### src/iwd_pkg.sv
package iwd_pkg;

   localparam logic [15:0] IWD_PORT_ADDR  = 16'h0443;
   localparam logic [7:0]  IWD_CODE_MIN   = 8'h01;
   localparam logic [7:0]  IWD_CODE_MAX   = 8'h3E;
   localparam logic [7:0]  IWD_CODE_RST   = 8'h00;

   localparam int          IWD_CLK_HZ     = 50_000_000;
   localparam int          IWD_TICK_MS    = 1000;
   localparam int          IWD_TICK_CYC   = (IWD_CLK_HZ / 1000) * IWD_TICK_MS;
   localparam int          IWD_PRE_W      = 26;

   localparam int          IWD_RST_NS     = 1000;
   localparam int          IWD_RST_CYC    = (IWD_RST_NS * (IWD_CLK_HZ / 1_000_000) + 999) / 1000;
   localparam logic [7:0]  IWD_RST_LEN    = 8'(IWD_RST_CYC);

   typedef struct packed {
      logic        aen;
      logic        ior_n;
      logic        iow_n;
      logic [15:0] addr;
      logic [7:0]  data;
   } iwd_isa_t;

   typedef enum logic [2:0] {
      IWD_IDLE  = 3'b001,
      IWD_ARMED = 3'b010,
      IWD_FIRED = 3'b100
   } iwd_state_t;

endpackage

### src/iwd_top.sv
`timescale 1ns/1ps

// Notes on behaviour
// - expiry resets cpu or raises interrupt
// - write of a code 01h..3Eh to port 443h loads interval, restarts
// - codes 01h..3Eh give 1..62 seconds
// - any port read disables the watchdog
module iwd_top
   import iwd_pkg::*;
#(
   parameter int TICK_CYCLES = IWD_TICK_CYC
) (
   input  wire logic       mclk,
   input  wire logic       rst,
   input  wire logic       aen,
   input  wire logic       ior_n,
   input  wire logic       iow_n,
   input  wire logic [15:0] sa,
   input  wire logic [7:0] sd_in,
   output      logic [7:0] sd_out,
   output      logic       sd_oe,
   input  wire logic       irq_mode,
   output      logic       cpu_reset,
   output      logic       wdt_irq,
   output      logic       wdt_armed
);

   iwd_isa_t   pin_raw;
   iwd_isa_t   sync1_q;
   iwd_isa_t   sync2_q;
   logic       ior_d1_q;
   logic       iow_d1_q;
   logic       mode1_q;
   logic       mode2_q;
   logic       hit;
   logic       rd_start;
   logic       wr_start;
   logic       valid_code;
   logic       load;
   logic [7:0] code_q;
   logic [7:0] secs_q;
   logic [IWD_PRE_W-1:0] pre_q;
   logic       tick;
   logic       expire;
   logic [7:0] rst_cnt_q;
   iwd_state_t state_q;

   function automatic logic in_range(input logic [7:0] c);
      in_range = (c >= IWD_CODE_MIN) && (c <= IWD_CODE_MAX);
   endfunction

   // strobes are active low; a start is the high-to-low step seen after sync
   function automatic logic strobe_fell(input logic prev_n, input logic now_n);
      strobe_fell = prev_n && !now_n;
   endfunction

   assign pin_raw = '{aen: aen, ior_n: ior_n, iow_n: iow_n, addr: sa, data: sd_in};

   // pins are asynchronous to mclk, so everything gets two stages
   always_ff @(posedge mclk) begin
      if (rst) begin
         sync1_q <= '{aen: 1'b1, ior_n: 1'b1, iow_n: 1'b1, addr: '0, data: '0};
         sync2_q <= '{aen: 1'b1, ior_n: 1'b1, iow_n: 1'b1, addr: '0, data: '0};
         mode1_q <= 1'b0;
         mode2_q <= 1'b0;
      end else begin
         sync1_q <= pin_raw;
         sync2_q <= sync1_q;
         mode1_q <= irq_mode;
         mode2_q <= mode1_q;
      end
   end

   always_ff @(posedge mclk) begin
      if (rst) begin
         ior_d1_q <= 1'b1;
         iow_d1_q <= 1'b1;
      end else begin
         ior_d1_q <= sync2_q.ior_n;
         iow_d1_q <= sync2_q.iow_n;
      end
   end

   // aen high means a dma cycle, not a cpu port access
   assign hit      = !sync2_q.aen && (sync2_q.addr == IWD_PORT_ADDR);
   assign rd_start = hit && strobe_fell(ior_d1_q, sync2_q.ior_n);
   // data is taken on the strobe edge seen after sync; isa holds it well past that
   assign wr_start = hit && strobe_fell(iow_d1_q, sync2_q.iow_n);
   assign valid_code = in_range(sync2_q.data);
   // a code outside the table changes nothing but the interrupt
   assign load     = wr_start && valid_code;

   always_ff @(posedge mclk) begin
      if (rst) begin
         code_q <= IWD_CODE_RST;
      end else if (load) begin
         code_q <= sync2_q.data;
      end
   end

   // read-back shows the interval code; driven only while the read strobe stands
   always_ff @(posedge mclk) begin
      if (rst) begin
         sd_oe <= 1'b0;
      end else if (rd_start) begin
         sd_oe <= 1'b1;
      end else if (sync2_q.ior_n) begin
         sd_oe <= 1'b0;
      end
   end

   // data is held between reads, so the bus never sees it change while undriven
   always_ff @(posedge mclk) begin
      if (rst) begin
         sd_out <= IWD_CODE_RST;
      end else if (rd_start) begin
         sd_out <= code_q;
      end
   end

   // prescaler restarts on every load so the first second is a full one
   always_ff @(posedge mclk) begin
      if (rst || state_q != IWD_ARMED || load) begin
         pre_q <= '0;
      end else if (tick) begin
         pre_q <= '0;
      end else begin
         pre_q <= pre_q + 1'b1;
      end
   end

   // prescaler is held at zero outside the armed state, so no stray tick
   assign tick   = (state_q == IWD_ARMED) &&
                   (pre_q == IWD_PRE_W'(TICK_CYCLES - 1));
   // a refresh or a read in the expiry cycle wins over the expiry
   assign expire = tick && (secs_q == 8'h01) && !load && !rd_start;

   always_ff @(posedge mclk) begin
      if (rst) begin
         secs_q <= 8'h00;
      end else if (load) begin
         secs_q <= sync2_q.data;
      end else if (tick && secs_q != 8'h00) begin
         secs_q <= secs_q - 8'h01;
      end
   end

   // a read wins in the armed and fired states, even over a write that re-arms a fired timer; in idle a write still arms
   always_ff @(posedge mclk) begin
      if (rst) begin
         state_q <= IWD_IDLE;
      end else begin
         case (state_q)
            IWD_IDLE: begin
               if (load) begin
                  state_q <= IWD_ARMED;
               end
            end
            IWD_ARMED: begin
               if (rd_start) begin
                  state_q <= IWD_IDLE;
               end else if (expire) begin
                  state_q <= IWD_FIRED;
               end
            end
            IWD_FIRED: begin
               if (rd_start) begin
                  state_q <= IWD_IDLE;
               end else if (load) begin
                  state_q <= IWD_ARMED;
               end
            end
            default: begin
               state_q <= IWD_IDLE;
            end
         endcase
      end
   end

   // reset is a fixed pulse; the interrupt stays up until software touches the port
   always_ff @(posedge mclk) begin
      if (rst) begin
         rst_cnt_q <= 8'h00;
      end else if (expire && !mode2_q) begin
         rst_cnt_q <= IWD_RST_LEN;
      end else if (rst_cnt_q != 8'h00) begin
         rst_cnt_q <= rst_cnt_q - 8'h01;
      end
   end

   always_ff @(posedge mclk) begin
      if (rst) begin
         cpu_reset <= 1'b0;
      end else if (expire && !mode2_q) begin
         cpu_reset <= 1'b1;
      end else if (rst_cnt_q == 8'h01) begin
         cpu_reset <= 1'b0;
      end
   end

   always_ff @(posedge mclk) begin
      if (rst) begin
         wdt_irq <= 1'b0;
      end else if (expire && mode2_q) begin
         wdt_irq <= 1'b1;
      end else if (rd_start || wr_start) begin
         wdt_irq <= 1'b0;
      end
   end

   always_ff @(posedge mclk) begin
      if (rst) begin
         wdt_armed <= 1'b0;
      end else begin
         wdt_armed <= (state_q == IWD_ARMED);
      end
   end

endmodule

### config.mk
export PLATFORM = sky130hd
export DESIGN_NAME = iwd_top
export DESIGN_NICKNAME = d
export VERILOG_FILES = /design/src/iwd_pkg.sv /design/src/iwd_top.sv
export SDC_FILE = /design/constraint.sdc
export NUM_CORES = 1
export LEC_CHECK = 0
export BUFFER_PORTS_ARGS = -buffer_cell sky130_fd_sc_hd__buf_2
export CORE_ASPECT_RATIO = 1.5
export CORE_MARGIN = 2
export CORE_UTILIZATION = 60
export DETAILED_ROUTE_END_ITERATION = 8
export HOLD_SLACK_MARGIN = 0.05
export PLACE_DENSITY = 0.81
export SLEW_MARGIN = 20
export SYNTH_ARGS = -nofsm -noshare
export SYNTH_HDL_FRONTEND = slang
export SYNTH_SLANG_ARGS = --single-unit
### constraint.sdc
create_clock -name mclk -period 4.2 [get_ports mclk]
set_input_delay 0.42 -clock mclk [delete_from_list [all_inputs] [get_ports mclk]]
set_output_delay 0.42 -clock mclk [all_outputs]
set_load 0.01 [all_outputs]
==> results.py <==
metrics = {
    "outcome": {
        "run_status": "completed",
    },
    "critical_path": {
        "critPathArrivalTime_ps": 2770,
        "start_of_the_worst_register_to_register_path": "pre_q[0]",
        "crit-reg2reg-capture": "secs_q[4]",
        "setup.worst_path.start_class": "flip-flop",
        "crit_start": "pre_q[0]",
        "r2r.worst_path.cells": 7,
        "crit_fanout": 5,
        "worst-r2r-setup-slack_ps": 1820,
        "worst_ep_required_time_ps": 4590,
        "type_of_the_setup_path_with_the_least_slack": "reg -> reg",
        "setup.worst_path.end_class": "flip-flop",
        "end_point_of_the_critical_path": "secs_q[4]",
    },
    "global_route": {
        "globalRouteOverflowTotal": 0,
        "first_global_vias": 3260,
        "grt_antenna_before_repair": 0,
        "global_route_wire_length_before_repair_um": 14600,
        "pin_count_of_the_biggest_net_entering_global_routing": 70,
        "grtUsageTotal_pct": 23.3,
    },
    "clock_network": {
        "h-tree-depth": 4,
        "cts.sinks": 123,
        "cts_setup_buffers": 0,
        "cts_tree": "done",
        "cts-root-to-sink-buffers": 2,
        "clk_latency_ps": 520,
        "cts_resized": 0,
        "cts_buffers": 17,
        "clkTransAtPathRegs_ps": 60,
        "cts.root.buffer_cell": "clkbuf_8",
        "ctsHoldBuffers": 0,
    },
    "job": {
        "cap_violations": 0,
    },
    "timing": {
        "hold-worst-slack_ps": 80.7,
        "max_slew_margin_vs_limit_pct": 58.6,
        "achievable_frequency_ghz": 0.419,
        "timing.final.hold_violations": 0,
        "period_minus_slack_ps": 2380,
        "worst_margin_pin_slew_ps": 621,
        "timing.final.crit_share_pct": 56.8,
        "finalSetupViolCount": 0,
        "slew_viol_final": 0,
        "totalNegativeSetupSlack_ps": 0,
        "grt_setup_unrepaired": "false",
        "finalClockSkew_ps": 7.06,
    },
    "placed_design": {
        "dp.cells": 606,
        "place.gp.congestion": 0.915,
        "place_area_um2": 4820,
        "port_buffer_count": 41,
        "post-dp-hpwl_um": 5800,
    },
    "synth": {
        "synth_nets": 514,
        "async_reset_ff_share_pct": 0,
        "synth_cells": 479,
        "yosys_register_bits": 123,
        "synth.yosys.seq_area_share_pct": 54.2,
        "syn_area_per_cell_um2": 9.48,
        "yosysWarningCount": 0,
        "synth.lib_cells_used.distinct": 46,
        "synth_cell_area_um2": 4540,
        "dominantRegCellSynth": "dfxtp_1",
        "synth_edf_count": 0,
    },
    "routing": {
        "detail_route.drc_violations": 0,
        "highest-signal-layer": "met4",
        "ant_nets": 0,
        "vias": 3365,
        "avgViaCountPerCell": 5.27,
        "routed-wl-met2_um": 4800,
        "wl_met1_um": 3490,
        "met3_length_um": 344,
        "drt_pre_antenna_iters": 4,
        "drt-initial-drc-count": 209,
        "route.detailed.wl_per_inst_um": 14.0,
        "finalWirelength_um": 8910,
    },
    "die": {
        "floorplan.core_area_um2": 7270,
        "core.rowCount": 38,
        "die_height_um": 111,
        "die_area_um2": 8300,
        "ioPinCount": 42,
        "floorplan.initialDensity_pct": 62.5,
        "dieWidth_um": 75.1,
    },
    "final_layout": {
        "antenna_cells_inserted": 0,
        "fin_nets": 560,
        "final_common_cell": "dfxtp_1",
        "post_route_cells_drive_above_1_share_pct": 17.8,
        "layout-area-overhead-vs-synth_pct": 19.8,
        "final-instance-count-excl-fill": 638,
        "postLayoutCellArea_um2": 5440,
        "fillCellCount": 510,
        "highest_count_cells_in_the_layout_ignoring_fill_and_taps": "123 x dfxtp_1, 55 x nor2_1, 54 x nor2b_1, 45 x nand2_1, 41 x buf_2",
    },
    "power_and_ir_drop": {
        "leakagePower_nw": 2.04,
        "cellPowerDensity_nw_per_um2": 550,
        "vdd_drop_max_v": 0.000375,
        "post-layout-total-power_mw": 2.99,
    },
    "hold_path": {
        "min_path_type": "in -> reg",
    },
}
critical path: stages, from the launching register on:
cell and delay [ps]:
dfxtp_1 380, ha_1 220, and3_1 300, nand4_1 260, or2_1 360, o41a_1 390
a211oi_1 250, nor3_1 90
cell usage after synthesis (5+ instances only):
cell | number | share of area (%)
nand3_1 | 14 | 1.5
nand4_1 | 10 | 1.4
o21ai_0 | 5 | 0.55
nor2b_1 | 54 | 7.4
nor3_1 | 16 | 1.8
clkbuf_1 | 11 | 0.91
xnor2_1 | 16 | 3.1
ha_1 | 5 | 1.4
or2_2 | 10 | 1.4
nor4_1 | 8 | 1.1
inv_1 | 10 | 0.83
nor2_1 | 55 | 4.5
nand2_1 | 45 | 3.7
a21oi_1 | 24 | 2.6
dfxtp_1 | 123 | 54
xor2_1 | 17 | 3.3
sequential cells by signal, summed over array words and instances (netlist names), 3 cells and up:
signal / cells
state_q: 3
rst_cnt_q: 8
code_q: 8
pre_q: 26
sync1_q: 27
secs_q: 8
sd_out: 8
sync2_q: 27
layout make-up:
type,instances,area (um2),area share [%]
Sequential cell,123,2460,45.2
Multi-Input combinational cell,329,1970,36.2
Clock buffer,23,487,8.94
Timing Repair Buffer,44,228,4.18
Clock inverter,9,135,2.48
Tap cell,100,125,2.30
Inverter,10,37.5,0.690
power breakdown:
part	total (mW)	internal (mW)	leakage, nW	switching [mW]
sequential	1.26	1.22	1.00	0.0371
combinational	0.251	0.119	0.741	0.132
clock	1.48	0.983	0.296	0.499
total	2.99	2.32	2.04	0.668
metrics by stage:
| step | utilization [%] | setup WS [ps] |
|---|---|---|
| floorplan | - | 2220 |
| global placement | 66.3 | 2030 |
| detailed placement | 66.3 | 1970 |
| CTS | 74.8 | 1850 |
| global route | 74.8 | 1680 |
| finish | 74.8 | 1820 |
cell families after synthesis:
group / count (synthesis) / share of synthesized area [%]
AND/OR/NAND/NOR: 250 / 29.8
flip-flops: 123 / 54.2
AO/OA/AOI/OAI: 39 / 5.32
XOR/XNOR: 33 / 6.36
buffers and inverters: 27 / 2.48
adder cells (fa/ha/maj): 5 / 1.38
multiplexers: 2 / 0.496
routing by layer:
layer	vias to the layer above	track usage [%]
met2	85	40.1
met4	0	11.3
li1	1688	-
met1	1571	24.0
met3	21	8.21
met5	-	0
how the worst min path moves through the flow:
stage                start          end  slack, ps  cells past startpoint
2_1_floorplan  sync1_q[24]  sync2_q[24]        390                      1
3_3_place_gp   sync1_q[26]  sync2_q[26]        390                      1
3_5_place_dp   sync1_q[26]  sync2_q[26]        390                      1
4_1_cts              ior_n  sync1_q[25]         60                      2
5_1_grt              iow_n  sync1_q[24]         70                      2
6_report             ior_n  sync1_q[25]         80                      2
Note: power is estimated with default switching activity, not from simulation.
